### src/include/virq_pkg.sv
// Purpose: shared constants and types for the vectored interrupt priority logic
// Assumes: vectors 2..33 only; two program words per table slot
// Notes: vector 0 and 1 are reset slots and never arbitrated
package virq_pkg;

    localparam int NUM_VEC = 34;
    localparam int VEC_W = 6;
    localparam int LVL_W = 2;
    localparam int ADDR_W = 19;
    localparam int FIRST_CORE_VEC = 2;
    localparam int LAST_CORE_VEC = 9;
    localparam int FIRST_PERIPH_VEC = 10;
    localparam int NUM_PERIPH = 24;
    localparam int WORDS_PER_SLOT = 2;

    localparam logic [LVL_W-1:0] CORE_LEVEL = 2'h3;
    localparam logic [LVL_W-1:0] PERIPH_RESET_LEVEL = 2'h0;
    localparam logic [ADDR_W-1:0] VECTOR_TABLE_BASE_RESET = 19'h00000;

    // reset slot offsets
    localparam logic [ADDR_W-1:0] OFS_CHIP_RESET = 19'h00000;
    localparam logic [ADDR_W-1:0] OFS_WATCHDOG_RESET = 19'h00002;

    // named vectors
    localparam logic [VEC_W-1:0] VEC_ILLEGAL = 6'h02;
    localparam logic [VEC_W-1:0] VEC_STACK_OVF = 6'h03;
    localparam logic [VEC_W-1:0] VEC_MISALIGN = 6'h04;
    localparam logic [VEC_W-1:0] VEC_DBG_STEP = 6'h05;
    localparam logic [VEC_W-1:0] VEC_DBG_BRK = 6'h06;
    localparam logic [VEC_W-1:0] VEC_DBG_TRACE = 6'h07;
    localparam logic [VEC_W-1:0] VEC_DBG_TX_EMPTY = 6'h08;
    localparam logic [VEC_W-1:0] VEC_DBG_RX_FULL = 6'h09;
    localparam logic [VEC_W-1:0] VEC_POWER_MONITOR = 6'h0A;
    localparam logic [VEC_W-1:0] VEC_PWM = 6'h0E;
    localparam logic [VEC_W-1:0] VEC_CMP0 = 6'h0F;
    localparam logic [VEC_W-1:0] VEC_CMP2 = 6'h11;
    localparam logic [VEC_W-1:0] VEC_FLASH = 6'h12;
    localparam logic [VEC_W-1:0] VEC_SPI_RX = 6'h13;
    localparam logic [VEC_W-1:0] VEC_SPI_TX = 6'h14;
    localparam logic [VEC_W-1:0] VEC_SCI_TX = 6'h15;
    localparam logic [VEC_W-1:0] VEC_SCI_RX = 6'h16;
    localparam logic [VEC_W-1:0] VEC_DUAL_TIMER_CH0 = 6'h19;
    localparam logic [VEC_W-1:0] VEC_DUAL_TIMER_CH1 = 6'h1A;
    localparam logic [VEC_W-1:0] VEC_PORT_A = 6'h1B;
    localparam logic [VEC_W-1:0] VEC_PORT_F = 6'h20;
    localparam logic [VEC_W-1:0] VEC_RTC = 6'h21;

    typedef struct packed {
        logic valid;
        logic [LVL_W-1:0] level;
        logic [VEC_W-1:0] vector;
    } virq_win_type;

    typedef struct packed {
        logic req;
        logic [LVL_W-1:0] level;
        logic [VEC_W-1:0] vector;
        logic [ADDR_W-1:0] addr;
    } virq_grant_type;

    // fixed per-vector offset in program words
    function automatic logic [ADDR_W-1:0] vec_offset(input logic [VEC_W-1:0] v);
        vec_offset = ADDR_W'({v, 1'b0});
    endfunction

    // user encoding equals vector number
    function automatic logic [VEC_W-1:0] user_encoding(input logic [VEC_W-1:0] v);
        user_encoding = v;
    endfunction

endpackage

### src/rtl/virq_arbiter.sv
// Purpose: combinational priority pick over all pending vectors from 2 upward
// Assumes: levels given per vector, index equals vector number
// Notes: higher level wins, then lowest vector
`timescale 1ns/1ps
module virq_arbiter #(
    parameter int NV = 34
) (
    // requests
    input wire logic [NV-1:0] pend_i,
    input wire logic [NV*virq_pkg::LVL_W-1:0] level_i,
    // winner
    output virq_pkg::virq_win_type win_o
);
    import virq_pkg::*;

    // map must reach past the core vectors and fit the vector field
    if (NV < FIRST_PERIPH_VEC || NV > 2 ** VEC_W) begin : g_bad_nv
        $error("vector count outside what the arbiter can serve");
    end

    always_comb begin
        logic [LVL_W-1:0] lv;
        lv = '0;
        win_o = '0;
        // walk downward so the lowest vector at the best level wins
        for (int i = NV - 1; i >= FIRST_CORE_VEC; i--) begin
            lv = level_i[i*LVL_W +: LVL_W];
            if (pend_i[i] && (!win_o.valid || lv >= win_o.level)) begin
                win_o.valid = 1'b1;
                win_o.level = lv;
                win_o.vector = VEC_W'(i);
            end
        end
    end

endmodule

### src/rtl/virq_ctrl.sv
// Purpose: vectored interrupt priority controller facing the processor core
// Assumes: sources are synchronous level requests on CLK_I; core acks on CLK_I
// Notes: priorities and table base arrive as plain ports, no register bus
`timescale 1ns/1ps
module virq_ctrl #(
    parameter int NV = virq_pkg::NUM_VEC,
    parameter int NP = virq_pkg::NUM_PERIPH
) (
    // clock and reset
    input wire logic CLK_I,
    input wire logic RST_N_I,
    input wire logic CE_I,
    // core exception sources, vectors 2..9
    input wire logic [7:0] CORE_EXC_I,
    // peripheral sources, vectors 10..33
    input wire logic [NP-1:0] PERIPH_REQ_I,
    // configuration
    input wire logic [NP*virq_pkg::LVL_W-1:0] PERIPH_LEVEL_I,
    input wire logic PERIPH_LEVEL_WE_I,
    input wire logic [virq_pkg::ADDR_W-1:0] VECTOR_TABLE_BASE_I,
    input wire logic VECTOR_TABLE_BASE_WE_I,
    // core side
    input wire logic ACK_I,
    output virq_pkg::virq_grant_type GRANT_O,
    output logic [virq_pkg::ADDR_W-1:0] CHIP_RESET_ADDR_O,
    output logic [virq_pkg::ADDR_W-1:0] WATCHDOG_RESET_ADDR_O
);
    import virq_pkg::*;

    // the request and level maps are fixed, so the counts are too
    if (NV != NUM_VEC || NP != NV - FIRST_PERIPH_VEC) begin : g_bad_map
        $error("vector counts do not match the fixed map");
    end

    typedef enum logic {ST_IDLE, ST_HOLD} virq_state_type;

    logic [NP*LVL_W-1:0] periph_level_q;
    logic [ADDR_W-1:0] vector_table_base_q;
    logic [NV-1:0] pend;
    logic [NV*LVL_W-1:0] level_all;
    virq_win_type win;
    virq_state_type state_q;
    virq_grant_type grant_q;
    logic [ADDR_W-1:0] chip_reset_addr_q;
    logic [ADDR_W-1:0] watchdog_reset_addr_q;

    // request vector map, index equals vector number
    assign pend = {PERIPH_REQ_I, CORE_EXC_I, 2'b00};

    // level map: core fixed, peripherals programmable
    always_comb begin
        level_all = '0;
        for (int i = FIRST_CORE_VEC; i <= LAST_CORE_VEC; i++) begin
            level_all[i*LVL_W +: LVL_W] = CORE_LEVEL;
        end
        level_all[NV*LVL_W-1:FIRST_PERIPH_VEC*LVL_W] = periph_level_q;
    end

    // peripheral levels
    always_ff @(posedge CLK_I or negedge RST_N_I) begin
        if (!RST_N_I) begin
            periph_level_q <= {NP{PERIPH_RESET_LEVEL}};
        end else if (CE_I && PERIPH_LEVEL_WE_I) begin
            periph_level_q <= PERIPH_LEVEL_I;
        end
    end

    // table base
    always_ff @(posedge CLK_I or negedge RST_N_I) begin
        if (!RST_N_I) begin
            vector_table_base_q <= VECTOR_TABLE_BASE_RESET;
        end else if (CE_I && VECTOR_TABLE_BASE_WE_I) begin
            vector_table_base_q <= VECTOR_TABLE_BASE_I;
        end
    end

    virq_arbiter #(
        .NV(NV)
    ) u_arb (
        .pend_i(pend),
        .level_i(level_all),
        .win_o(win)
    );

    // reset slot addresses
    always_ff @(posedge CLK_I or negedge RST_N_I) begin
        if (!RST_N_I) begin
            chip_reset_addr_q <= VECTOR_TABLE_BASE_RESET + OFS_CHIP_RESET;
            watchdog_reset_addr_q <= VECTOR_TABLE_BASE_RESET + OFS_WATCHDOG_RESET;
        end else if (CE_I) begin
            chip_reset_addr_q <= vector_table_base_q + OFS_CHIP_RESET;
            watchdog_reset_addr_q <= vector_table_base_q + OFS_WATCHDOG_RESET;
        end
    end

    // grant handshake
    always_ff @(posedge CLK_I or negedge RST_N_I) begin
        if (!RST_N_I) begin
            state_q <= ST_IDLE;
            grant_q <= '0;
        end else if (CE_I) begin
            unique case (state_q)
                ST_IDLE: begin
                    if (win.valid) begin
                        state_q <= ST_HOLD;
                        grant_q.req <= 1'b1;
                        grant_q.level <= win.level;
                        grant_q.vector <= user_encoding(win.vector);
                        grant_q.addr <= vector_table_base_q + vec_offset(win.vector);
                    end
                end
                ST_HOLD: begin
                    if (ACK_I) begin
                        state_q <= ST_IDLE;
                        grant_q.req <= 1'b0;
                    end
                end
            endcase
        end
    end

    assign GRANT_O = grant_q;
    assign CHIP_RESET_ADDR_O = chip_reset_addr_q;
    assign WATCHDOG_RESET_ADDR_O = watchdog_reset_addr_q;

    // assertions
    a_grant_held_stable: assert property (@(posedge CLK_I) disable iff (!RST_N_I)
        (grant_q.req && !ACK_I) |=> (grant_q.req && $stable(grant_q.vector) && $stable(grant_q.level)))
        else $error("grant changed before acknowledge");
    a_addr_from_base: assert property (@(posedge CLK_I) disable iff (!RST_N_I)
        (state_q == ST_IDLE && CE_I && win.valid && !VECTOR_TABLE_BASE_WE_I) |=>
        (grant_q.addr == vector_table_base_q + {grant_q.vector, 1'b0}))
        else $error("fetch address not base plus offset");
    a_core_level_three: assert property (@(posedge CLK_I) disable iff (!RST_N_I)
        (grant_q.req && grant_q.vector <= VEC_DBG_RX_FULL) |-> grant_q.level == CORE_LEVEL)
        else $error("core vector granted below level 3");
    a_core_beats_periph: assert property (@(posedge CLK_I) disable iff (!RST_N_I)
        (state_q == ST_IDLE && CE_I && CORE_EXC_I != 8'h00) |=> grant_q.vector <= VEC_DBG_RX_FULL)
        else $error("core exception lost to lower level");
    a_lowest_vec_wins: assert property (@(posedge CLK_I) disable iff (!RST_N_I)
        (state_q == ST_IDLE && CE_I && CORE_EXC_I[0]) |=> grant_q.vector == VEC_ILLEGAL)
        else $error("lowest vector did not win its level");
    a_level_reset_zero: assert property (@(posedge CLK_I)
        $rose(RST_N_I) |-> periph_level_q == '0)
        else $error("peripheral level not zero after reset");
    a_level_written: assert property (@(posedge CLK_I) disable iff (!RST_N_I)
        (CE_I && PERIPH_LEVEL_WE_I) |=> periph_level_q == $past(PERIPH_LEVEL_I))
        else $error("peripheral level write lost");
    a_reset_slots: assert property (@(posedge CLK_I) disable iff (!RST_N_I)
        CE_I |=> (watchdog_reset_addr_q == chip_reset_addr_q + 19'h00002))
        else $error("watchdog slot not two words past reset slot");
    a_grant_on_pending: assert property (@(posedge CLK_I) disable iff (!RST_N_I)
        (state_q == ST_IDLE && CE_I && pend != '0) |=> grant_q.req)
        else $error("pending request not granted");
    a_spi_vectors: assert property (@(posedge CLK_I) disable iff (!RST_N_I)
        (state_q == ST_IDLE && CE_I && win.valid && win.vector == VEC_SPI_RX &&
         !VECTOR_TABLE_BASE_WE_I) |=> grant_q.addr == vector_table_base_q + 19'h00026)
        else $error("serial receive slot offset wrong");

    // handshake, reset slot, table base write and freeze checks
    a_ack_releases: assert property (@(posedge CLK_I) disable iff (!RST_N_I)
        (grant_q.req && ACK_I && CE_I) |=> !grant_q.req)
        else $error("grant not released after acknowledge");

    a_hold_until_ack: assert property (@(posedge CLK_I) disable iff (!RST_N_I)
        (state_q == ST_HOLD && !ACK_I) |=> state_q == ST_HOLD)
        else $error("hold state left without acknowledge");

    a_req_with_state: assert property (@(posedge CLK_I) disable iff (!RST_N_I)
        grant_q.req == (state_q == ST_HOLD))
        else $error("grant request disagrees with state");

    a_no_reset_slot: assert property (@(posedge CLK_I) disable iff (!RST_N_I)
        grant_q.req |-> grant_q.vector >= VEC_ILLEGAL)
        else $error("reset slot granted as interrupt");

    a_base_written: assert property (@(posedge CLK_I) disable iff (!RST_N_I)
        (CE_I && VECTOR_TABLE_BASE_WE_I) |=> vector_table_base_q == $past(VECTOR_TABLE_BASE_I))
        else $error("table base write lost");

    a_frozen_state: assert property (@(posedge CLK_I) disable iff (!RST_N_I)
        !CE_I |=> ($stable(periph_level_q) && $stable(grant_q) && $stable(vector_table_base_q)))
        else $error("state moved while clock enable low");

    // fixed slot offsets
    a_illegal_slot: assert property (@(posedge CLK_I) disable iff (!RST_N_I)
        (state_q == ST_IDLE && CE_I && !VECTOR_TABLE_BASE_WE_I && win.valid && win.vector == VEC_ILLEGAL) |=>
        grant_q.addr == vector_table_base_q + 19'h00004)
        else $error("illegal instruction slot offset wrong");

    a_misalign_slot: assert property (@(posedge CLK_I) disable iff (!RST_N_I)
        (state_q == ST_IDLE && CE_I && !VECTOR_TABLE_BASE_WE_I && win.valid && win.vector == VEC_MISALIGN) |=>
        grant_q.addr == vector_table_base_q + 19'h00008)
        else $error("misaligned access slot offset wrong");

    a_dbg_tx_slot: assert property (@(posedge CLK_I) disable iff (!RST_N_I)
        (state_q == ST_IDLE && CE_I && !VECTOR_TABLE_BASE_WE_I && win.valid && win.vector == VEC_DBG_TX_EMPTY) |=>
        grant_q.addr == vector_table_base_q + 19'h00010)
        else $error("debug transmit slot offset wrong");

    a_dbg_rx_slot: assert property (@(posedge CLK_I) disable iff (!RST_N_I)
        (state_q == ST_IDLE && CE_I && !VECTOR_TABLE_BASE_WE_I && win.valid && win.vector == VEC_DBG_RX_FULL) |=>
        grant_q.addr == vector_table_base_q + 19'h00012)
        else $error("debug receive slot offset wrong");

    a_power_slot: assert property (@(posedge CLK_I) disable iff (!RST_N_I)
        (state_q == ST_IDLE && CE_I && !VECTOR_TABLE_BASE_WE_I && win.valid && win.vector == VEC_POWER_MONITOR) |=>
        grant_q.addr == vector_table_base_q + 19'h00014)
        else $error("power monitor slot offset wrong");

    a_pwm_slot: assert property (@(posedge CLK_I) disable iff (!RST_N_I)
        (state_q == ST_IDLE && CE_I && !VECTOR_TABLE_BASE_WE_I && win.valid && win.vector == VEC_PWM) |=>
        grant_q.addr == vector_table_base_q + 19'h0001C)
        else $error("pulse width slot offset wrong");

    a_cmp0_slot: assert property (@(posedge CLK_I) disable iff (!RST_N_I)
        (state_q == ST_IDLE && CE_I && !VECTOR_TABLE_BASE_WE_I && win.valid && win.vector == VEC_CMP0) |=>
        grant_q.addr == vector_table_base_q + 19'h0001E)
        else $error("comparator 0 slot offset wrong");

    a_cmp2_slot: assert property (@(posedge CLK_I) disable iff (!RST_N_I)
        (state_q == ST_IDLE && CE_I && !VECTOR_TABLE_BASE_WE_I && win.valid && win.vector == VEC_CMP2) |=>
        grant_q.addr == vector_table_base_q + 19'h00022)
        else $error("comparator 2 slot offset wrong");

    a_flash_slot: assert property (@(posedge CLK_I) disable iff (!RST_N_I)
        (state_q == ST_IDLE && CE_I && !VECTOR_TABLE_BASE_WE_I && win.valid && win.vector == VEC_FLASH) |=>
        grant_q.addr == vector_table_base_q + 19'h00024)
        else $error("flash status slot offset wrong");

    a_spi_tx_slot: assert property (@(posedge CLK_I) disable iff (!RST_N_I)
        (state_q == ST_IDLE && CE_I && !VECTOR_TABLE_BASE_WE_I && win.valid && win.vector == VEC_SPI_TX) |=>
        grant_q.addr == vector_table_base_q + 19'h00028)
        else $error("serial transmit slot offset wrong");

    a_sci_tx_slot: assert property (@(posedge CLK_I) disable iff (!RST_N_I)
        (state_q == ST_IDLE && CE_I && !VECTOR_TABLE_BASE_WE_I && win.valid && win.vector == VEC_SCI_TX) |=>
        grant_q.addr == vector_table_base_q + 19'h0002A)
        else $error("async transmit slot offset wrong");

    a_sci_rx_slot: assert property (@(posedge CLK_I) disable iff (!RST_N_I)
        (state_q == ST_IDLE && CE_I && !VECTOR_TABLE_BASE_WE_I && win.valid && win.vector == VEC_SCI_RX) |=>
        grant_q.addr == vector_table_base_q + 19'h0002C)
        else $error("async receive slot offset wrong");

    a_timer0_slot: assert property (@(posedge CLK_I) disable iff (!RST_N_I)
        (state_q == ST_IDLE && CE_I && !VECTOR_TABLE_BASE_WE_I && win.valid && win.vector == VEC_DUAL_TIMER_CH0) |=>
        grant_q.addr == vector_table_base_q + 19'h00032)
        else $error("timer channel 0 slot offset wrong");

    a_timer1_slot: assert property (@(posedge CLK_I) disable iff (!RST_N_I)
        (state_q == ST_IDLE && CE_I && !VECTOR_TABLE_BASE_WE_I && win.valid && win.vector == VEC_DUAL_TIMER_CH1) |=>
        grant_q.addr == vector_table_base_q + 19'h00034)
        else $error("timer channel 1 slot offset wrong");

    a_port_a_slot: assert property (@(posedge CLK_I) disable iff (!RST_N_I)
        (state_q == ST_IDLE && CE_I && !VECTOR_TABLE_BASE_WE_I && win.valid && win.vector == VEC_PORT_A) |=>
        grant_q.addr == vector_table_base_q + 19'h00036)
        else $error("port A slot offset wrong");

    a_port_f_slot: assert property (@(posedge CLK_I) disable iff (!RST_N_I)
        (state_q == ST_IDLE && CE_I && !VECTOR_TABLE_BASE_WE_I && win.valid && win.vector == VEC_PORT_F) |=>
        grant_q.addr == vector_table_base_q + 19'h00040)
        else $error("port F slot offset wrong");

    a_rtc_slot: assert property (@(posedge CLK_I) disable iff (!RST_N_I)
        (state_q == ST_IDLE && CE_I && !VECTOR_TABLE_BASE_WE_I && win.valid && win.vector == VEC_RTC) |=>
        grant_q.addr == vector_table_base_q + 19'h00042)
        else $error("real time counter slot offset wrong");

    // main scenarios

    c_core_grant: cover property (@(posedge CLK_I) disable iff (!RST_N_I)
        grant_q.req && grant_q.level == CORE_LEVEL);
    c_periph_grant: cover property (@(posedge CLK_I) disable iff (!RST_N_I)
        grant_q.req && grant_q.vector == VEC_RTC);
    c_ack_cycle: cover property (@(posedge CLK_I) disable iff (!RST_N_I)
        grant_q.req ##1 ACK_I ##1 !grant_q.req);
    c_raised_level: cover property (@(posedge CLK_I) disable iff (!RST_N_I)
        grant_q.req && grant_q.vector >= VEC_POWER_MONITOR && grant_q.level != 2'h0);
    c_frozen_pending: cover property (@(posedge CLK_I) disable iff (!RST_N_I)
        !CE_I && pend != '0 && !grant_q.req);

endmodule

### config.mk
export PLATFORM = sky130hd
export DESIGN_NAME = virq_ctrl
export DESIGN_NICKNAME = d
export VERILOG_FILES = /design/src/include/virq_pkg.sv /design/src/rtl/virq_arbiter.sv /design/src/rtl/virq_ctrl.sv
export SDC_FILE = /design/constraint.sdc
export NUM_CORES = 1
export LEC_CHECK = 0
export ABC_AREA = 1
export BUFFER_PORTS_ARGS = -buffer_cell sky130_fd_sc_hd__buf_2
export CAP_MARGIN = 0
export CELL_PAD_IN_SITES_DETAIL_PLACEMENT = 1
export CELL_PAD_IN_SITES_GLOBAL_PLACEMENT = 1
export CORE_UTILIZATION = 36
export DETAILED_ROUTE_END_ITERATION = 10
export PLACE_DENSITY_LB_ADDON = 0.1
export SKIP_CTS_REPAIR_TIMING = 1
export SYNTH_ARGS = -nofsm -noshare
export SYNTH_HDL_FRONTEND = slang
export SYNTH_SLANG_ARGS = --single-unit
### constraint.sdc
create_clock -name CLK_I -period 20.8 [get_ports CLK_I]
set_input_delay 4.16 -clock CLK_I [delete_from_list [all_inputs] [get_ports CLK_I]]
set_output_delay 4.16 -clock CLK_I [all_outputs]
set_load 0.1 [all_outputs]
==> out/summary.txt, run 1 <==
P per Cell Area: 117 mW/mm²
Max stage delay on crit path: 0.39 ns
CP Data Arrival Time: 24.98 ns
crit path max fanout: 5
CTS Buf Count: 17
initial antenna violation count: 1
Synth Flop Type: dfrtp_1
Slew headroom: 0.333
GRT Total Usage: 0.213
Die Wd: 151 µm
Clk Latency, worst-skew pair: 0.42 ns
final setup fails: 26
hold path start: GRANT_O[21]$_DFFE_PN0P_
Mapped Nets: 1170
Reg2Reg Depth: 190
largest net degree at the start of global routing: 89
DR vias: 7928
worst min path class: reg -> reg
outcome: complete, but fails checks
RSZ-0062 raised after global routing: yes
mapped cell area: 0.00796 mm²
# rows: 54
setup ws final: -3.83 ns
Die Y: 151 µm
minimum clock period: 24.63 ns
final-layout fill cell count: 2747
drt pass-1 iters: 4
Root Buffer: clkbuf_16
Worst Hold Slack: 0.477 ns
Worst Tran Pin Value: 1.00 ns
Hold Path Stages: 2
most used cell, CP: nand2_2
mean post-synth cell area: 7.75 µm²
ys async rst share: 1.00
Max Fclk: 40.6 MHz
Starting Density: 0.366
pre-CTS WS: -5.28 ns
FF-to-FF End: GRANT_O[13]$_DFFE_PN0P_
num ports: 171
WP data required: 21.15 ns
endpoint of the worst hold path: GRANT_O[21]$_DFFE_PN0P_
Inserted Diodes: 0
peak supply drop: 0.0000560 V
Sink Count: 133
Final #Nets: 1488
Max Cap Viol: 0
grt ovf: 0
slowest cell on the critical path: fa_2
vias in the first global route: 7844
Startpoint Class: primary input
via density per instance: 4.84
hpwl dp: 17500 µm
Die ar.: 0.0227 mm²
Synth Register Bits: 133
Routed Antenna Nets: 0
pins over their slew limit: 0
TritonCTS clock tree: yes
Distinct cells, synth: 45
most common cell after layout, fill and taps aside: buf_2
Leakage Power: 5.94 nW
Final Skew: 0.0105 ns
DRC viols: 0
Avg WL per Cell: 15.2 µm
Core Box Area: 0.0218 mm²
most frequent cells in the layout: 168 x buf_2, 159 x nand2_1, 151 x buf_4
GP Congestion: 0.777
H-tree depth: 4
CTS max path bufs: 2
failing checks: negative setup slack
area grow syn2layout: 43.7%
slack of the worst reg-to-reg path: -0.43 ns
Reg2Reg Launch Point: periph_level_q[46]$_DFFE_PN0P_
First DRT Iteration DRCs: 201
Post-Route WL: 24900 µm
area occupied by multi-input gates: 0.00455 mm²
final hold vios: 0
register area: 0.00333 mm²
yosys warns: 0
IO Port Bufs: 170
Mapped Cells: 1026
number of synthesized flops with an enable pin: 0
first-pass GRT wire length: 37900 µm
CP Capture Type: flop
Period Utilization, post-route: 1.18
Worst-path clk slew: 0.07 ns
layout cell share with drive strength beyond 1: 0.427
critical path class: in -> reg
register area share after synthesis: 0.418
[cells in the mapped netlist, drive strengths merged, types with 2 or more instances]
| master | count | area [µm²] |
|---|---|---|
| mux2 | 8 | 90.1 |
| nand2 | 243 | 1100 |
| o21ai | 85 | 440 |
| a31oi | 4 | 25.0 |
| nand3b | 4 | 42.5 |
| a21oi | 80 | 400 |
| xor2 | 17 | 149 |
| xnor2 | 2 | 17.5 |
| nor4 | 5 | 31.3 |
| or2 | 3 | 21.3 |
| and2 | 2 | 12.5 |
| inv | 140 | 526 |
| dfrtp | 132 | 3300 |
| clkbuf | 25 | 93.8 |
| buf | 4 | 26.3 |
| o21a | 2 | 15.0 |
| nand4 | 8 | 50.1 |
| o211ai | 5 | 37.5 |
| ha | 38 | 475 |
| o21bai | 2 | 15.0 |
| o31ai | 2 | 20.0 |
| nand3 | 77 | 460 |
| nor3 | 12 | 60.1 |
| nor2 | 117 | 442 |
[layout make-up]
class,count,area share
clock inverter,14,0.0143
timing repair buffer,328,0.182
clock buffer,18,0.0375
sequential,133,0.291
multi-input combinational,723,0.398
tap,280,0.0306
inverter,141,0.0465
[where the power goes]
part	switching (W)	total, W	internal [W]	leakage (nW)
combinational	0.000469	0.000692	0.000223	4.14
clock	0.000132	0.000312	0.000180	0.287
sequential	0.0000308	0.000337	0.000306	1.51
total	0.000632	0.00134	0.000710	5.94
[per-stage QoR]
stage                util  TNS, ns  instances  power (W)  instance area [µm²]
finish              0.526   -79.58       1637    0.00134                11400
global placement    0.459   -94.53       1554   0.000932                 9980
detailed placement  0.459  -113.44       1554   0.000947                 9980
floorplan               -   -63.52       1026   0.000778                 8080
CTS                 0.486  -104.61       1586    0.00127                10600
global route        0.526  -120.04       1637    0.00142                11400
[critical path: cells and delay by family]
kind | cells | cell delay (ns)
AND/OR/NAND/NOR | 95 | 8.05
adder cells (fa/ha/maj) | 25 | 6.74
AO/OA/AOI/OAI | 50 | 4.72
buffers and inverters | 21 | 1.34
[cell families (layout without fill, tap and decap cells)]
family | Yosys count | after routing | synth area share
AOI/OAI and AO/OA | 185 | 185 | 0.125
xor gates and xnor gates | 19 | 19 | 0.0209
adders and majority gates | 39 | 39 | 0.0623
buffers and inverters | 170 | 501 | 0.0816
DFF | 133 | 133 | 0.418
muxes | 8 | 8 | 0.0113
and+or+nand+nor | 472 | 472 | 0.281
[layer usage]
layer  vias up  share of wire  GRT usage
met5         -        0.00052          0
met4         2          0.010     0.0580
met3        23          0.033     0.0342
met2       128           0.50      0.372
met1      3828           0.45      0.271
li1       3947              -          -
[worst max-delay path by stage]
stage,startpoint,end,slack (ns)
5_1_grt,PERIPH_REQ_I[23],GRANT_O[15]$_DFFE_PN0P_,-5.44
6_report,PERIPH_REQ_I[23],GRANT_O[13]$_DFFE_PN0P_,-3.83
4_1_cts,PERIPH_REQ_I[23],GRANT_O[13]$_DFFE_PN0P_,-4.97
2_1_floorplan,PERIPH_REQ_I[23],GRANT_O[15]$_DFFE_PN0P_,-3.33
3_5_place_dp,PERIPH_REQ_I[23],GRANT_O[15]$_DFFE_PN0P_,-5.28
3_3_place_gp,PERIPH_REQ_I[23],GRANT_O[15]$_DFFE_PN0P_,-4.54
[state kept, by name, indices dropped and copies added (netlist names)]
name                   count
state_q                    1
GRANT_O                   28
vector_table_base_q       19
CHIP_RESET_ADDR_O         19
WATCHDOG_RESET_ADDR_O     18
periph_level_q            48
Power figures use the tool's default switching activity.
==> run 2, diff against run 1 <==
--- a/config.mk
+++ b/config.mk
@@ -11,8 +11,10 @@
 export CELL_PAD_IN_SITES_DETAIL_PLACEMENT = 1
 export CELL_PAD_IN_SITES_GLOBAL_PLACEMENT = 1
 export CORE_UTILIZATION = 36
+export CTS_CLUSTER_DIAMETER = 30
 export DETAILED_ROUTE_END_ITERATION = 10
 export PLACE_DENSITY_LB_ADDON = 0.1
+export RECOVER_POWER = 50
 export SKIP_CTS_REPAIR_TIMING = 1
 export SYNTH_ARGS = -nofsm -noshare
 export SYNTH_HDL_FRONTEND = slang
==> out/summary.txt, run 2 (same netlist as run 1, synthesis figures left out) <==
vias in the first global route: 7844 (unchanged)
max FFs per register: 48 (unchanged)
P per Cell Area: 118 mW/mm² (+0.19%)
switching share of power: 0.471 (about the same)
minimum clock period: 24.63 ns (-0.000130 ns)
Routed met2 length: 12500 µm (about the same)
DRC viols: 0 (unchanged)
layout cell share with drive strength beyond 1: 0.423 (-0.00368)
RSZ-0062 raised after global routing: yes
Sink Count: 133 (unchanged)
Routed Antenna Nets: 0 (unchanged)
H-tree depth: 4 (unchanged)
First DRT Iteration DRCs: 200 (-0.50%)
DP Cell Count: 1554 (unchanged)
post-route cell area: 0.0114 mm² (-0.18%)
Final #Nets: 1488 (unchanged)
slowest cell on the critical path: fa_2
CP Data Arrival Time: 24.98 ns (about the same)
most common cell after layout, fill and taps aside: buf_2
Max stage delay on crit path: 0.39 ns (about the same)
GP Congestion: 0.777 (unchanged)
peak supply drop: 0.0000560 V (about the same)
Inserted Diodes: 0 (unchanged)
Psw: 0.000632 W (about the same)
via density per instance: 4.85 (about the same)
setup ws final: -3.83 ns (+0.000130 ns)
Startpoint Class: primary input
num ports: 171 (unchanged)
worst min path class: reg -> reg
CTS max path bufs: 2 (unchanged)
most frequent cells in the layout: 167 x buf_2, 159 x nand2_1, 148 x buf_4
Clk Latency, worst-skew pair: 0.42 ns (about the same)
crit path max fanout: 5 (unchanged)
Core Box Area: 0.0218 mm² (unchanged)
Cell Area, Placed: 0.00998 mm² (unchanged)
Avg WL per Cell: 15.2 µm (about the same)
drt pass-1 iters: 4 (unchanged)
Starting Density: 0.366 (unchanged)
Pint: 0.000710 W (about the same)
Max Cap Viol: 5 (+5)
critical path class: in -> reg
outcome: complete, but fails checks
Die ar.: 0.0227 mm² (unchanged)
CP Capture Type: flop
largest net degree at the start of global routing: 89 (unchanged)
final setup fails: 26 (unchanged)
IO Port Bufs: 170 (unchanged)
final-layout fill cell count: 2750 (+0.11%)
Worst Tran Pin Value: 4.01 ns (+3.01 ns)
met1 WL: 11400 µm (+0.57%)
Root Buffer: clkbuf_16
first-pass GRT wire length: 37900 µm (unchanged)
grt ovf: 0 (unchanged)
Period Utilization, post-route: 1.18 (about the same)
initial antenna violation count: 1 (unchanged)
logic gate share of total power: 0.516 (about the same)
Die Y: 151 µm (unchanged)
WP data required: 21.15 ns (about the same)
Final Skew: 0.0106 ns (+0.0000319 ns)
Leakage Power: 5.92 nW (-0.31%)
# rows: 54 (unchanged)
GRT Total Usage: 0.213 (unchanged)
CP top delay family: simple AND/OR/NAND/NOR gates
Post-Route WL: 24900 µm (about the same)
Largest Register: periph_level_q
Max Fclk: 40.6 MHz (about the same)
TritonCTS clock tree: yes
area grow syn2layout: 43.5%
DR vias: 7935 (+0.088%)
failing checks: max-capacitance violations, max-slew violations, negative setup slack
CTS Buf Count: 17 (unchanged)
Top Layer Used: met5
Worst-path clk slew: 0.07 ns (about the same)
final cell count without fillers: 1637 (unchanged)
pins over their slew limit: 261 (+261)
most used cell, CP: nand2_2
final hold vios: 0 (unchanged)
share of power burned in registers: 0.251 (about the same)
met3 WL: 756 µm (-6.6%)
clock network power share: 0.233 (about the same)
Buffers & Inverters on Critical Path: 21 (unchanged)
Slew headroom: -1.68 (-2.01)
hpwl dp: 17500 µm (unchanged)
Die Wd: 151 µm (unchanged)
[run 2: cell count changes in the layout (fill, tap and decap cells not counted)]
cell      change
buf_4         -3
clkbuf_1      +5
buf_2         -1
buf_6         -1
[run 2: area by class of cell]
cell class / instances / area (µm²) / area share
Multi-Input combinational cell: 723 / 4550 / 0.399
Sequential cell: 133 / 3330 / 0.292
Timing Repair Buffer: 328 / 2060 / 0.180
Inverter: 141 / 532 / 0.0466
Clock buffer: 18 / 429 / 0.0376
Tap cell: 280 / 350 / 0.0307
Clock inverter: 14 / 164 / 0.0144
[run 2: path summary, 6_finish.rpt]
kind | start | to | slack, ns | cells after the start
max | PERIPH_REQ_I[23] | GRANT_O[13]$_DFFE_PN0P_ | -3.83 | 191
min | GRANT_O[21]$_DFFE_PN0P_ | GRANT_O[21]$_DFFE_PN0P_ | 0.48 | 2
max reg2reg | periph_level_q[46]$_DFFE_PN0P_ | GRANT_O[13]$_DFFE_PN0P_ | -0.43 | 190
min reg2reg | GRANT_O[21]$_DFFE_PN0P_ | GRANT_O[21]$_DFFE_PN0P_ | 0.48 | 2
max in group asynchronous | RST_N_I | WATCHDOG_RESET_ADDR_O[4]$_DFFE_PN0P_ | 10.87 | 2
min in group asynchronous | RST_N_I | periph_level_q[8]$_DFFE_PN0P_ | 5.14 | 1
[run 2: per-stage QoR]
step	hold slack [ns]	utilization	setup WS, ns	total power, W	setup TNS [ns]
2_1_floorplan	0.459	-	-3.33	0.000778	-63.52
3_5_place_dp	0.467	0.459	-5.28	0.000947	-113.44
5_1_grt	0.510	0.525	-5.44	0.00142	-120.04
4_1_cts	0.488	0.486	-4.97	0.00127	-104.61
6_report	0.477	0.525	-3.83	0.00134	-79.55
3_3_place_gp	0.455	0.459	-4.54	0.000932	-94.53
[run 2: power groups by stage]
stage | logic (W) | clock network [W] | registers [W]
after floorplan | 0.000220 | 0 | 0.000558
after global placement | 0.000593 | 0 | 0.000340
after detailed placement | 0.000606 | 0 | 0.000341
after CTS | 0.000610 | 0.000319 | 0.000337
after global routing | 0.000745 | 0.000331 | 0.000343
final | 0.000692 | 0.000312 | 0.000337
[run 2: routing by layer]
metal / up-vias / GRT usage
met5: - / 0
li1: 3945 / -
met4: 2 / 0.0580
met2: 121 / 0.372
met3: 23 / 0.0342
met1: 3844 / 0.271
[run 2: worst reg2reg max path: cells and delay by family (launching register included)]
family          cells  cell delay, ns
flops               1            0.41
fa+ha+maj          25            6.74
simple gates       95            8.11
compound gates     50            4.73
buf+inv            20            1.24
==> run 3, diff against run 2 <==
--- a/config.mk
+++ b/config.mk
@@ -14,7 +14,7 @@
 export CTS_CLUSTER_DIAMETER = 30
 export DETAILED_ROUTE_END_ITERATION = 10
 export PLACE_DENSITY_LB_ADDON = 0.1
-export RECOVER_POWER = 50
+export SETUP_SLACK_MARGIN = 0.2
 export SKIP_CTS_REPAIR_TIMING = 1
 export SYNTH_ARGS = -nofsm -noshare
 export SYNTH_HDL_FRONTEND = slang
==> constraint.sdc (replaced) <==
create_clock -name CLK_I -period 20.8 [get_ports CLK_I]
set_input_delay 4.16 -clock CLK_I [delete_from_list [all_inputs] [get_ports CLK_I]]
set_output_delay 4.16 -clock CLK_I [all_outputs]
set_load 0.02 [all_outputs]
==> out/summary.txt, run 3 (same netlist as run 1, synthesis figures left out) <==
clock network power share: 0.271 (+0.038)
Max Cap Viol: 0 (-5)
largest net degree at the start of global routing: 89 (unchanged)
Final Skew: 0.0155 ns (+0.00495 ns)
CP Data Arrival Time: 25.13 ns (+0.15 ns)
share of power burned in registers: 0.295 (+0.044)
first-pass GRT wire length: 39000 µm (+2.9%)
Period Utilization, post-route: 1.19 (+0.0101)
DR vias: 7927 (-0.10%)
pre-CTS WS: -5.42 ns (-0.141 ns)
IO Port Bufs: 170 (unchanged)
minimum clock period: 24.84 ns (+0.211 ns)
logic gate share of total power: 0.434 (-0.082)
Inserted Diodes: 0 (unchanged)
First DRT Iteration DRCs: 153 (-24%)
final setup fails: 26 (unchanged)
Reg2Reg Depth: 186 (-2.1%)
CTS Buf Count: 17 (unchanged)
Leakage Power: 5.93 nW (+0.17%)
outcome: complete, but fails checks
CP Capture Type: flop
most common cell after layout, fill and taps aside: buf_2
Starting Density: 0.366 (unchanged)
# rows: 54 (unchanged)
Worst Hold Slack: 0.475 ns (-0.00152 ns)
Reg2Reg Launch Point: periph_level_q[46]$_DFFE_PN0P_
Startpoint Class: primary input
CTS max path bufs: 2 (unchanged)
max FFs per register: 48 (unchanged)
Levels on crit path: 187 (-2.1%)
grt ovf: 0 (unchanged)
Psw: 0.000452 W (-28%)
Buffers & Inverters on Critical Path: 21 (unchanged)
Root Buffer: clkbuf_16
Final #Nets: 1488 (unchanged)
Max Fclk: 40.3 MHz (-0.85%)
setup ws final: -4.04 ns (-0.211 ns)
Worst Tran Pin Value: 0.978 ns (-3.04 ns)
DRC viols: 0 (unchanged)
CP top delay family: simple AND/OR/NAND/NOR gates
Routed Antenna Nets: 0 (unchanged)
critical path class: in -> reg
WP data required: 21.09 ns (-0.06 ns)
GP Congestion: 0.804 (+3.5%)
Worst-path clk slew: 0.07 ns (about the same)
Die Wd: 151 µm (unchanged)
worst min path class: reg -> reg
Pint: 0.000695 W (-2.1%)
pins over their slew limit: 0 (-100%)
failing checks: negative setup slack
Clk Latency, worst-skew pair: 0.44 ns (+0.02 ns)
total chip power: 0.00115 W (-15%)
TritonCTS clock tree: yes
crit path capture: GRANT_O[12]$_DFFE_PN0P_
Die Y: 151 µm (unchanged)
CP startpoint: PERIPH_REQ_I[23]
Max stage delay on crit path: 0.35 ns (-0.04 ns)
final hold vios: 0 (unchanged)
RSZ-0062 raised after global routing: yes
switching share of power: 0.394 (-0.0769)
most used cell, CP: nand2_2
most frequent cells in the layout: 168 x buf_2, 159 x nand2_1, 153 x buf_4
via density per instance: 4.84 (-0.10%)
Setup TNS: -85.74 ns (-6.20 ns)
GRT Total Usage: 0.219 (+0.00555)
FF-to-FF End: GRANT_O[12]$_DFFE_PN0P_
crit path max fanout: 6 (+1)
slowest cell on the critical path: o31ai_4
hpwl dp: 17800 µm (+1.6%)
drt pass-1 iters: 6 (+2)
peak supply drop: 0.0000476 V (-15%)
initial antenna violation count: 0 (-1)
slack of the worst reg-to-reg path: -0.64 ns (-0.21 ns)
vias in the first global route: 7865 (+0.27%)
Largest Register: periph_level_q
H-tree depth: 4 (unchanged)
area grow syn2layout: 43.5% (about the same)
Slew headroom: 0.348 (+2.02)
Sink Count: 133 (unchanged)
num ports: 171 (unchanged)
Post-Route WL: 25100 µm (+0.97%)
Core Box Area: 0.0218 mm² (unchanged)
Avg WL per Cell: 15.3 µm (+0.97%)
layout cell share with drive strength beyond 1: 0.427 (+0.00368)
P per Cell Area: 100 mW/mm² (-15%)
Die ar.: 0.0227 mm² (unchanged)
## run 3: how the worst min path moves through the flow
stage / slack, ns / cells after the start / to / startpoint
2_1_floorplan: 0.46 / 1 / GRANT_O[27]$_DFFE_PN0P_ / state_q$_DFFE_PN0P_
3_3_place_gp: 0.45 / 2 / GRANT_O[19]$_DFFE_PN0P_ / GRANT_O[19]$_DFFE_PN0P_
3_5_place_dp: 0.46 / 2 / GRANT_O[19]$_DFFE_PN0P_ / GRANT_O[19]$_DFFE_PN0P_
4_1_cts: 0.47 / 2 / GRANT_O[19]$_DFFE_PN0P_ / GRANT_O[19]$_DFFE_PN0P_
5_1_grt: 0.50 / 1 / CHIP_RESET_ADDR_O[18]$_DFFE_PN0P_ / CHIP_RESET_ADDR_O[18]$_DFFE_PN0P_
6_report: 0.48 / 2 / GRANT_O[19]$_DFFE_PN0P_ / GRANT_O[19]$_DFFE_PN0P_
## run 3: power groups by stage
stage	Sequential [W]	Clock, W	Combinational [W]
6_report	0.000339	0.000311	0.000497
5_1_grt	0.000344	0.000326	0.000551
4_1_cts	0.000339	0.000318	0.000421
3_5_place_dp	0.000343	0	0.000417
3_3_place_gp	0.000342	0	0.000403
2_1_floorplan	0.000372	0	0.000218
## run 3: stage by stage
step           area (µm²)  utilization  std cells
2_1_floorplan        8080            -       1026
3_3_place_gp        10000        0.461       1560
3_5_place_dp        10000        0.461       1560
4_1_cts             10600        0.488       1592
5_1_grt             11400        0.525       1637
6_report            11400        0.525       1637
## run 3: worst reg2reg max path, delay by kind of cell (launching register included)
kind                     cells  cell delay, ns
adder cells (fa/ha/maj)     24            6.44
flip-flops                   1            0.41
AND/OR/NAND/NOR             90            8.05
buffers and inverters       20            1.33
XOR/XNOR                     1            0.16
AO/OA/AOI/OAI               51            4.95
## run 3: cell type report
| type | instances | area, µm² |
|---|---|---|
| Timing Repair Buffer | 328 | 2070 |
| Inverter | 141 | 532 |
| Multi-Input combinational cell | 723 | 4540 |
| Sequential cell | 133 | 3330 |
| Clock buffer | 17 | 425 |
| Clock inverter | 15 | 161 |
| Fill cell | 2701 | 10300 |
| Tap cell | 280 | 350 |
## run 3: layer usage
layer / vias up / track usage / wire length (µm)
met3: 21 / 0.0382 / 954
met1: 3813 / 0.289 / 11500
met4: 0 / 0.0525 / 243
met2: 142 / 0.370 / 12400
li1: 3951 / - / -
met5: - / 0 / 0
